[config.mk]
export PLATFORM = sky130hd
export DESIGN_NAME = dpalu
export DESIGN_NICKNAME = d
export VERILOG_FILES = /design/src/core/dpalu_pkg.sv /design/src/core/dpalu_add_if.sv /design/src/core/dpalu.sv /design/src/core/dpalu_adder.sv /design/src/core/dpalu_status_gate.sv
export SDC_FILE = /design/constraint.sdc
export NUM_CORES = 1
export LEC_CHECK = 0
export BUFFER_PORTS_ARGS = -buffer_cell sky130_fd_sc_hd__buf_2
export CORE_ASPECT_RATIO = 0.9
export CORE_UTILIZATION = 45
export CTS_CLUSTER_DIAMETER = 80
export DETAILED_ROUTE_END_ITERATION = 7
export PLACE_DENSITY = 0.7
export REMOVE_ABC_BUFFERS = 1
export SYNTH_ARGS = -nofsm -noshare
export SYNTH_HDL_FRONTEND = slang
export SYNTH_SLANG_ARGS = --single-unit
[constraint.sdc]
create_clock -name clock -period 7.9 [get_ports clock]
set_clock_uncertainty 0.2 [all_clocks]
set_input_delay 0.395 -clock clock [delete_from_list [all_inputs] [get_ports clock]]
set_output_delay 0.395 -clock clock [all_outputs]
set_load 0.01 [all_outputs]
[src/core/dpalu_pkg.sv]
// Purpose: Shared constants and types for the data-processing ALU.
// Assumes: 32-bit combined program-counter/status word, flags at the top.
// Notes: Reset value of the status word is a plain default.
package dpalu_pkg;

  // ----------------------------------------------------------------
  // Word layout
  // ----------------------------------------------------------------
  localparam int unsigned WORD_W = 32;
  localparam int unsigned FLAG_N_POS = 31;
  localparam int unsigned FLAG_Z_POS = 30;
  localparam int unsigned FLAG_C_POS = 29;
  localparam int unsigned FLAG_V_POS = 28;
  localparam int unsigned MASK_I_POS = 27;
  localparam int unsigned MASK_F_POS = 26;
  localparam int unsigned PC_HI_POS = 25;
  localparam int unsigned PC_LO_POS = 2;
  localparam int unsigned MODE_HI_POS = 1;
  localparam int unsigned MODE_LO_POS = 0;

  // Field masks over the combined word
  localparam logic [31:0] PC_FIELD_MASK = 32'h03FFFFFC;
  localparam logic [31:0] FLAGS_FIELD_MASK = 32'hF0000000;
  localparam logic [31:0] USER_WRITE_MASK = 32'hF3FFFFFC;
  localparam logic [31:0] CMP_USER_MASK = 32'hF0000000;
  localparam logic [31:0] CMP_PRIV_MASK = 32'hFC000003;
  localparam logic [31:0] ALL_BITS_MASK = 32'hFFFFFFFF;

  // Modes and reset values
  localparam logic [1:0] USER_MODE = 2'h0;
  localparam logic [31:0] STATUS_RESET = 32'h0C000003;
  localparam logic [31:0] WORD_RESET = 32'h00000000;

  // ----------------------------------------------------------------
  // Operations
  // ----------------------------------------------------------------
  typedef enum logic [3:0] {
    conjunction_op,
    exclusive_disjunction_op,
    subtract_op,
    reverse_subtract_op,
    add_op,
    add_carry_op,
    subtract_with_carry_op,
    reverse_subtract_carry_op,
    test_mask_op,
    test_equivalence_op,
    compare_op,
    compare_negated_op,
    disjunction_op,
    move_op,
    bit_clear_op,
    move_inverted_op
  } dpalu_op_t;

endpackage

[src/core/dpalu_add_if.sv]
// Purpose: Carries operands and results between the ALU and its adder.
// Assumes: Purely combinational use within one clock domain.
// Notes: c31 is the carry into the top bit, cout the carry out of it.
`timescale 1ns/100ps
interface dpalu_add_if;
  logic [31:0] a;
  logic [31:0] b;
  logic cin;
  logic [31:0] sum;
  logic cout;
  logic c31;
  modport adder (input a, input b, input cin, output sum, output cout, output c31);
  modport user (output a, output b, output cin, input sum, input cout, input c31);
endinterface

[src/core/dpalu.sv]
// Purpose: Data-processing ALU with flag generation and PC/status handling.
// Assumes: Decoder gives one operation per valid cycle; shifter output arrives
//          on the same cycle with its last carry out and a shift-occurred flag.
// Notes: Results and status word update on the clock edge after op_valid.
`timescale 1ns/100ps

// Overview of operation
// - Add-with-carry writes first plus second plus stored carry.
// - Subtract writes first minus second.
// - Subtract-with-carry: first minus second, minus one more if carry clear.
// - Reverse subtract writes second minus first.
// - Reverse subtract-with-carry: second minus first, minus one if carry clear.
// - Conjunction writes bitwise AND of both operands.
// - Bit clear writes first AND inverted second.
// - Disjunction writes bitwise OR of both operands.
// - Exclusive disjunction writes bitwise XOR of both operands.
// - Additions set carry when the unsigned 32-bit sum overflows.
// - Subtractions set carry exactly when no unsigned borrow occurred.
// - Arithmetic overflow is carry into bit 31 differing from carry out.
// - Compares subtract or add, update all four flags, write no destination.
// - Tests XOR or AND, set N Z, keep V, take carry from shifter or keep it.
// - Status-write compare in user mode loads four flags from result top.
// - Status-write compare elsewhere loads top six bits and mode bits.
// - PC destination without flag update writes only the 24 counter bits.
// - User mode PC destination with flag update writes counter and flags.
// - Privileged PC destination with flag update writes all 32 bits.
// - PC as first operand reaches the ALU with status bits zero.
// - PC as second operand reaches shifter with status bits intact.
// - PC as shift amount reaches shifter with status bits zero.
// - Computed flags of non-compare, non-test ops are stored only when the flag-update bit is set.
// - Logical ops keep V and take carry from shifter or keep it.
// - Move places second operand; move-inverted places its inverse.
module dpalu (
  input wire logic clock,
  input wire logic reset,
  input wire logic op_valid,
  input wire dpalu_pkg::dpalu_op_t op_code,
  input wire logic set_flags,
  input wire logic status_write,
  input wire logic dest_is_pc,
  input wire logic [31:0] first_source_reg,
  input wire logic first_is_pc,
  input wire logic [31:0] second_operand,
  input wire logic shifter_carry,
  input wire logic shift_occurred,
  input wire logic [31:0] shifter_source,
  input wire logic shifter_source_is_pc,
  input wire logic [31:0] amount_source,
  input wire logic amount_is_pc,
  output logic [31:0] result_reg,
  output logic dest_write_reg,
  output logic [31:0] pc_status_reg,
  output logic [31:0] shifter_operand_reg,
  output logic [31:0] shift_amount_reg
);

  // ----------------------------------------------------------------
  // State
  // ----------------------------------------------------------------
  typedef struct packed {
    logic [31:0] status;
    logic [31:0] result;
    logic dest_write;
    logic [31:0] shifter_operand;
    logic [31:0] shift_amount;
  } dpalu_state_t;

  dpalu_state_t state_reg;
  dpalu_state_t state_next;

  logic [31:0] first_op;
  logic [31:0] shifter_word;
  logic [31:0] amount_word;
  logic [31:0] alu_value;
  logic carry_in_flag;
  logic is_arith;
  logic is_cmp_test;
  logic user_mode;
  logic flag_n;
  logic flag_z;
  logic flag_c;
  logic flag_v;
  logic [31:0] write_mask;

  dpalu_add_if add_bus ();

  // ----------------------------------------------------------------
  // Operand presentation
  // ----------------------------------------------------------------
  // First operand: PC word with status cleared so flags never add in
  dpalu_status_gate #(.CLEAR_STATUS(1'b1)) first_gate (
    .word_in(first_source_reg),
    .pc_word(state_reg.status),
    .from_pc(first_is_pc),
    .word_out(first_op)
  );

  // Shifter operand: whole word passed, status bits included
  dpalu_status_gate #(.CLEAR_STATUS(1'b0)) shifter_gate (
    .word_in(shifter_source),
    .pc_word(state_reg.status),
    .from_pc(shifter_source_is_pc),
    .word_out(shifter_word)
  );

  // Shift amount: status cleared, else mode bits would skew the count
  dpalu_status_gate #(.CLEAR_STATUS(1'b1)) amount_gate (
    .word_in(amount_source),
    .pc_word(state_reg.status),
    .from_pc(amount_is_pc),
    .word_out(amount_word)
  );

  dpalu_adder adder (
    .bus(add_bus)
  );

  // ----------------------------------------------------------------
  // Adder steering
  // ----------------------------------------------------------------
  // Carry in always taken from the stored flag, not a forwarded one
  assign carry_in_flag = state_reg.status[dpalu_pkg::FLAG_C_POS];
  assign user_mode = state_reg.status[dpalu_pkg::MODE_HI_POS:dpalu_pkg::MODE_LO_POS]
                     == dpalu_pkg::USER_MODE;

  // Subtraction is a plus inverted b plus one, so carry means no borrow
  always_comb
  begin
    add_bus.a = first_op;
    add_bus.b = second_operand;
    add_bus.cin = 1'b0;
    is_arith = 1'b1;
    case (op_code)
      dpalu_pkg::add_op, dpalu_pkg::compare_negated_op: add_bus.cin = 1'b0;
      dpalu_pkg::add_carry_op: add_bus.cin = carry_in_flag;
      dpalu_pkg::subtract_op, dpalu_pkg::compare_op:
      begin
        add_bus.b = ~second_operand;
        add_bus.cin = 1'b1;
      end
      dpalu_pkg::subtract_with_carry_op:
      begin
        add_bus.b = ~second_operand;
        add_bus.cin = carry_in_flag;
      end
      dpalu_pkg::reverse_subtract_op:
      begin
        add_bus.a = second_operand;
        add_bus.b = ~first_op;
        add_bus.cin = 1'b1;
      end
      dpalu_pkg::reverse_subtract_carry_op:
      begin
        add_bus.a = second_operand;
        add_bus.b = ~first_op;
        add_bus.cin = carry_in_flag;
      end
      default: is_arith = 1'b0;
    endcase
  end

  // ----------------------------------------------------------------
  // Result and flags
  // ----------------------------------------------------------------
  // Logical results; arithmetic falls through to the adder sum
  always_comb
  begin
    alu_value = add_bus.sum;
    is_cmp_test = 1'b0;
    case (op_code)
      dpalu_pkg::conjunction_op: alu_value = first_op & second_operand;
      dpalu_pkg::bit_clear_op: alu_value = first_op & ~second_operand;
      dpalu_pkg::disjunction_op: alu_value = first_op | second_operand;
      dpalu_pkg::exclusive_disjunction_op: alu_value = first_op ^ second_operand;
      dpalu_pkg::move_op: alu_value = second_operand;
      dpalu_pkg::move_inverted_op: alu_value = ~second_operand;
      dpalu_pkg::test_mask_op:
      begin
        alu_value = first_op & second_operand;
        is_cmp_test = 1'b1;
      end
      dpalu_pkg::test_equivalence_op:
      begin
        alu_value = first_op ^ second_operand;
        is_cmp_test = 1'b1;
      end
      dpalu_pkg::compare_op, dpalu_pkg::compare_negated_op: is_cmp_test = 1'b1;
      default: alu_value = add_bus.sum;
    endcase
  end

  // Carry and overflow depend on the operation class
  always_comb
  begin
    flag_n = alu_value[31];
    flag_z = alu_value == 32'h00000000;
    if (is_arith)
    begin
      flag_c = add_bus.cout;
      flag_v = add_bus.c31 ^ add_bus.cout;
    end
    else
    begin
      // Unshifted operand leaves carry as it was
      flag_c = shift_occurred ? shifter_carry : carry_in_flag;
      flag_v = state_reg.status[dpalu_pkg::FLAG_V_POS];
    end
  end

  // Which bits a PC destination write may touch
  always_comb
  begin
    if (!set_flags)
    begin
      write_mask = dpalu_pkg::PC_FIELD_MASK;
    end
    else if (user_mode)
    begin
      write_mask = dpalu_pkg::USER_WRITE_MASK;
    end
    else
    begin
      write_mask = dpalu_pkg::ALL_BITS_MASK;
    end
  end

  // ----------------------------------------------------------------
  // Next state
  // ----------------------------------------------------------------
  always_comb
  begin
    state_next = state_reg;
    state_next.dest_write = 1'b0;
    state_next.shifter_operand = shifter_word;
    state_next.shift_amount = amount_word;
    if (op_valid)
    begin
      if (is_cmp_test)
      begin
        state_next.result = alu_value;
        if (status_write && user_mode)
        begin
          state_next.status = (state_reg.status & ~dpalu_pkg::CMP_USER_MASK)
                              | (alu_value & dpalu_pkg::CMP_USER_MASK);
        end
        else if (status_write)
        begin
          state_next.status = (state_reg.status & ~dpalu_pkg::CMP_PRIV_MASK)
                              | (alu_value & dpalu_pkg::CMP_PRIV_MASK);
        end
        else
        begin
          state_next.status[dpalu_pkg::FLAG_N_POS] = flag_n;
          state_next.status[dpalu_pkg::FLAG_Z_POS] = flag_z;
          state_next.status[dpalu_pkg::FLAG_C_POS] = flag_c;
          state_next.status[dpalu_pkg::FLAG_V_POS] = flag_v;
        end
      end
      else if (dest_is_pc)
      begin
        // Flags here come from the result word, not from the ALU
        state_next.result = alu_value;
        state_next.status = (state_reg.status & ~write_mask) | (alu_value & write_mask);
      end
      else
      begin
        state_next.result = alu_value;
        state_next.dest_write = 1'b1;
        if (set_flags)
        begin
          state_next.status[dpalu_pkg::FLAG_N_POS] = flag_n;
          state_next.status[dpalu_pkg::FLAG_Z_POS] = flag_z;
          state_next.status[dpalu_pkg::FLAG_C_POS] = flag_c;
          state_next.status[dpalu_pkg::FLAG_V_POS] = flag_v;
        end
      end
    end
  end

  // Single register stage for the whole state
  always_ff @(posedge clock)
  begin
    if (reset)
    begin
      state_reg.status <= dpalu_pkg::STATUS_RESET;
      state_reg.result <= dpalu_pkg::WORD_RESET;
      state_reg.dest_write <= 1'b0;
      state_reg.shifter_operand <= dpalu_pkg::WORD_RESET;
      state_reg.shift_amount <= dpalu_pkg::WORD_RESET;
    end
    else
    begin
      state_reg <= state_next;
    end
  end

  assign result_reg = state_reg.result;
  assign dest_write_reg = state_reg.dest_write;
  assign pc_status_reg = state_reg.status;
  assign shifter_operand_reg = state_reg.shifter_operand;
  assign shift_amount_reg = state_reg.shift_amount;
endmodule

[src/core/dpalu_adder.sv]
// Purpose: 32-bit adder with carry in, carry out and carry into bit 31.
// Assumes: Subtraction is done by the caller inverting one operand.
// Notes: Two sums share inputs; synthesis merges them.
`timescale 1ns/100ps
module dpalu_adder (
  dpalu_add_if.adder bus
);
  logic [31:0] low_sum;
  logic [32:0] full_sum;

  // Low 31 bits alone expose the carry into the top bit
  assign low_sum = {1'b0, bus.a[30:0]} + {1'b0, bus.b[30:0]} + {31'h00000000, bus.cin};
  assign full_sum = {1'b0, bus.a} + {1'b0, bus.b} + {32'h00000000, bus.cin};
  assign bus.c31 = low_sum[31];
  assign bus.sum = full_sum[31:0];
  assign bus.cout = full_sum[32];
endmodule

[src/core/dpalu_status_gate.sv]
// Purpose: Selects an operand word, substituting the combined PC/status word.
// Assumes: pc_word is the live combined word held by the ALU.
// Notes: CLEAR_STATUS picks whether status bits reach the consumer.
`timescale 1ns/100ps
module dpalu_status_gate #(
  parameter bit CLEAR_STATUS = 1'b1
) (
  input wire logic [31:0] word_in,
  input wire logic [31:0] pc_word,
  input wire logic from_pc,
  output logic [31:0] word_out
);
  // Status bits stripped or kept when the PC word is the source
  always_comb
  begin
    if (!from_pc)
    begin
      word_out = word_in;
    end
    else if (CLEAR_STATUS)
    begin
      word_out = pc_word & dpalu_pkg::PC_FIELD_MASK;
    end
    else
    begin
      word_out = pc_word;
    end
  end
endmodule

### Word level (Yosys, flattened, before mapping)

Cells that the tools add are included.

* add/sub/neg operators: 4
* equality and inequality tests: 16
* mux-type cells: 22
* bitwise gates (word level): 14
* reduce and logical (&&, ||, !) cells: 18

Operators with widths (count)
* 32-bit one-hot mux with 6 select lines: 1
* 32-bit two-way mux: 5
* 32-bit bitwise AND: 4
* 32-bit NOT: 3
* 28-bit two-way mux: 3
* 64-bit two-way mux: 1
* 32-bit OR: 2
* 32-bit one-hot mux with 2 select lines: 1
* 32-bit by 32-bit adder with 33-bit output: 1
* 33-bit by 1-bit adder with 33-bit output: 1
* 31-bit by 31-bit adder with 32-bit output: 1
* 32-bit by 1-bit adder with 32-bit output: 1
* 4-bit equality test (second input constant): 8
* 32-bit zero test: 1
* 26-bit by 32-bit OR with 32-bit output: 1
* 28-bit by 32-bit OR with 32-bit output: 1
* 32-bit XOR: 1
* 26-bit two-way mux: 1
* 4-bit by 3-bit equality test with 1-bit output (second input constant): 4
* 4-bit two-way mux: 3
* 3-bit OR reduction: 4
* 4-bit by 2-bit equality test with 1-bit output (second input constant): 2
* 2-bit OR reduction: 4
* 8-bit OR reduction: 1
* 14 further kinds: 19

* bits in registers: 129
* input bits: 143
* word-level logic and storage cells: 81

### Logic depth before layout (Yosys ltp)

* depth in word-level cells: 10
* mapped depth: 23
* gate-level depth less buffers: 17

### Hierarchy

From an unflattened synthesis, not the netlist that was laid out.

* cells, all modules: 1366
* area, all modules: 10670.2 um^2

Modules (own cells, without submodules)
* dpalu: instances 1, cells an instance 1012, area each 7701.1 um^2, sequential area each 2582.5 um^2
* dpalu_adder: instances 1, cells an instance 248, area each 1716.6 um^2, sequential area each 0.0 um^2
* dpalu_status_gate (amount_gate ...): instances 2, cells an instance 35, area each 354.1 um^2, sequential area each 0.0 um^2
* dpalu_status_gate (shifter_gate): instances 1, cells an instance 36, area each 544.3 um^2, sequential area each 0.0 um^2

### Least setup slack after synthesis

OpenSTA, ideal clock, no wires.

* kind: input -> register
* start point: input port op_code[0]
* end point: register with a tool-made name
* setup time: 0.084 ns
* arrival time: 5.469 ns
* data required time: 7.616 ns
* path slack: 2.147 ns
* cell stages on the path: 22
* path buffers: 7
* path through: clkbuf_1 -> inv_2 -> clkbuf_1 -> clkbuf_1 -> or3_1 -> clkbuf_1 -> and2_1 -> clkbuf_1 -> clkbuf_1 -> a221o_1 -> ha_1 -> buf_6 -> a211oi_2 -> nor2_1 -> or4_1 -> o22a_2 -> a21oi_4 -> o21ai_2 -> or4_1 -> and3_4 -> or4_4 -> o31ai_2

RTL lines
* from (decl): RTL line dpalu.sv:37 `input wire dpalu_pkg::dpalu_op_t op_code,`

==> flow_metrics.tcl <==
set metrics [dict create \
    outcome "completed" \
    finalSetupTns_ps 0 \
    whs_ps 10.36 \
    crit_family "simple AND/OR/NAND/NOR gates" \
    period_share 0.7010 \
    antenna_cells 0 \
    drc 0 \
    vias 11290 \
    ys.warnings.count 0 \
    power_switching_mw 0.9131 \
    maxCapViolCount 0 \
    routed_wirelength_mm 37.49 \
    worstHoldPathType "in -> reg" \
    synth_cell_type_count 81 \
    clk_pin_slew_ps 70 \
    viasPerCell 5.942 \
    power.internal_mw 1.593 \
    setup_viol 0 \
    ios 272 \
    final-instance-count-excl-fill 1900 \
    worst_pin_slew_ps 1143 \
    root_buffer "clkbuf_16" \
    async_flop_share 0 \
    dp.cells 1808 \
    grt_usage 0.3217 \
    cts_hold_buf 60 \
    finalPower_mw 2.506 \
    io_buffers 271 \
    final_layout_size_suffix_gt1_frac 0.2206 \
    place_ws_ps 2145 \
    cts_buffers 17 \
    grt_start_max_net_pins 75 \
    finalCriticalPeriod_ps 5538 \
    synthCells 1326 \
    finalInstanceArea_um2 12790 \
    crit_start "op_code[3]" \
    start_util 0.4605 \
    drt_iter0_markers 1104 \
    areaGrowthSynthToFinish_pct 27.67 \
    path_class "in -> reg" \
    drt-wirelength-per-cell_um 19.73 \
    met2WireLength_mm 16.52 \
    p_seq_frac 0.291 \
    fin_nets 1804 \
    fp.dieH_um 143.6 \
    crit_buf_inv 2 \
    yosysSeqAreaShare 0.2577 \
    dp_hpwl_mm 25.73 \
    fillers 1995 \
    p_leak_nw 5.904 \
    rsz0062_at_grt "no" \
    p_clk_frac 0.361 \
    hold_viol 0 \
    slew_viol_final 0 \
    ir_drop_v 0.0001266 \
    grt_pass1_wl_mm 57.44 \
    dr.pass1.iters 5 \
    power_frac_comb 0.348 \
    final-seq-area_um2 2582 \
    multi_input_area_um2 6864 \
    end_kind "flip-flop" \
    netSwitchingFraction 0.3643 \
    post_cts_resized 0 \
    slew_headroom 0.2383 \
    crit_path_max_fanout 63 \
    met3_length_mm 3.645 \
    critPathLaunchType "input pin" \
    ant_nets 0 \
    cts.sinks 129 \
    crit_cells 16 \
    path_cells "buf_2 -> or3_1 -> buf_4 -> o21ai_0 -> fa_1 -> fa_1 -> a211oi_1 -> o21ai_0 -> xor2_1 -> a21oi_1 -> nor4b_1 -> nor4b_1 -> nor4bb_1 -> nor4bb_1 -> nand4_1 -> o31ai_2" \
    cts_max_level 4 \
    fin_util 0.5879 \
    r2r_setup_slack_ps 2950 \
    cp.required_ps 8070 \
    cts_setup_buffers 0 \
    synthFlopType "dfxtp_1" \
    cts_tree "built" \
    crit_slowest_cell "nor4bb_1" \
    clock.fmax_mhz 180.6 \
    netlist_area_um2 10020 \
    top_layer "met4" \
    antenna_found_initial 0 \
    fp.dieW_um 159.3 \
    dieArea_um2 22870 \
    placed_area_um2 11540 \
    gp_congestion 0.9963 \
    worstPathArrival_ps 5710 \
    r2r_cells 14 \
    clock_latency_ps 440 \
    max_stage_delay_ps 590 \
    ys_seq_elements 129 \
    postLayoutSetupSlackWorst_ps 2362 \
    core_um2 21760 \
    grt_pass1_vias 10310 \
    synth_edf_count 0 \
    met1Wirelength_mm 16.42 \
    syn-mean-instance-area_um2 7.557 \
    std_cell_rows 51 \
    grt_overflow 0 \
    p_per_area_nw_per_um2 195.9 \
    clockBufferDepth 2 \
]
==> logic make-up after synthesis <==
kind of cell / count (synthesis) / synth area share
AO/OA/AOI/OAI: 414 / 0.2716
XOR/XNOR: 37 / 0.03234
adder cells (fa/ha/maj): 65 / 0.08266
buffers and inverters: 156 / 0.06006
flip-flops: 129 / 0.2577
multiplexers: 101 / 0.1018
AND/OR/NAND/NOR: 424 / 0.1939
==> Yosys cell counts (all sizes together) (9+ instances only) <==
library cell | number | area share
a211oi | 50 | 0.038
a21o | 14 | 0.010
a21oi | 133 | 0.068
a221o | 23 | 0.023
a221oi | 11 | 0.0096
a22oi | 11 | 0.0082
a31oi | 9 | 0.0056
and2 | 15 | 0.0094
buf | 17 | 0.0080
clkbuf | 85 | 0.032
dfxtp | 129 | 0.26
ha | 63 | 0.079
inv | 54 | 0.020
mux2i | 94 | 0.094
nand2 | 77 | 0.029
nand3 | 23 | 0.011
nand4 | 13 | 0.0081
nor2 | 210 | 0.079
nor2b | 15 | 0.0094
nor3 | 20 | 0.010
o21ai | 83 | 0.042
o31ai | 11 | 0.0087
xnor2 | 24 | 0.021
xor2 | 13 | 0.011
==> metal layers <==
layer | vias to the layer above | GRT usage
met5 | - | 0
met4 | 0 | 0.1123
met3 | 73 | 0.06984
met2 | 623 | 0.5152
met1 | 5231 | 0.4273
li1 | 5363 | -
==> worst min-delay path: stages <==
cell and delay (ps):
buf_2 70, mux2i_1 70, nor2_1 80
==> layout by cell type, fill, tap and decap left out, types with 11 or more instances in the layout <==
master / Yosys / final
nor3_1: 20 / 18
o21ai_0: 65 / 65
xnor2_1: 24 / 24
buf_4: 0 / 23
nand2_1: 77 / 77
a21oi_1: 132 / 131
a221o_1: 23 / 23
mux2i_1: 94 / 94
dfxtp_1: 129 / 129
nor2_1: 209 / 209
dlygate4sd3_1: 0 / 60
nand3_1: 23 / 23
o21ai_1: 17 / 17
a21o_1: 14 / 14
ha_1: 63 / 63
and2_1: 15 / 15
nor2b_1: 15 / 15
nand4_1: 13 / 13
a211oi_1: 49 / 49
inv_1: 51 / 51
xor2_1: 13 / 13
clkbuf_16: 0 / 17
a221oi_1: 11 / 11
buf_2: 7 / 270
a22oi_1: 11 / 11
==> cell type report <==
cell class                 count  share of cell area
clock buffer                  18             0.03433
sequential                   129              0.2019
multi-input combinational   1041              0.5365
timing repair buffer         353              0.1661
inverter                      54             0.01584
clock inverter                14             0.01692
tap                          291             0.02846
==> power by group through the flow <==
stage / logic [mW] / clock network (mW) / registers (mW)
finish: 0.871 / 0.905 / 0.730
global route: 0.948 / 0.941 / 0.736
CTS: 0.855 / 0.914 / 0.730
detailed placement: 0.826 / 0 / 0.744
global placement: 0.818 / 0 / 0.742
floorplan: 0.497 / 0 / 0.765
==> worst min path at each step <==
stage                                     start                            endpoint  slack, ps  cells past startpoint
CTS                            amount_source[2]      shift_amount_reg[2]$_SDFF_PP0_          4                      3
global placement    result_reg[26]$_SDFFE_PP0P_         result_reg[26]$_SDFFE_PP0P_        260                      2
floorplan                                 reset      pc_status_reg[13]$_SDFFE_PP0P_        260                      1
detailed placement  result_reg[26]$_SDFFE_PP0P_         result_reg[26]$_SDFFE_PP0P_        270                      2
global route                 shifter_source[12]  shifter_operand_reg[12]$_SDFF_PP0_          2                      3
finish                       shifter_source[12]  shifter_operand_reg[12]$_SDFF_PP0_         10                      3
Power figures use the tool's default switching activity.
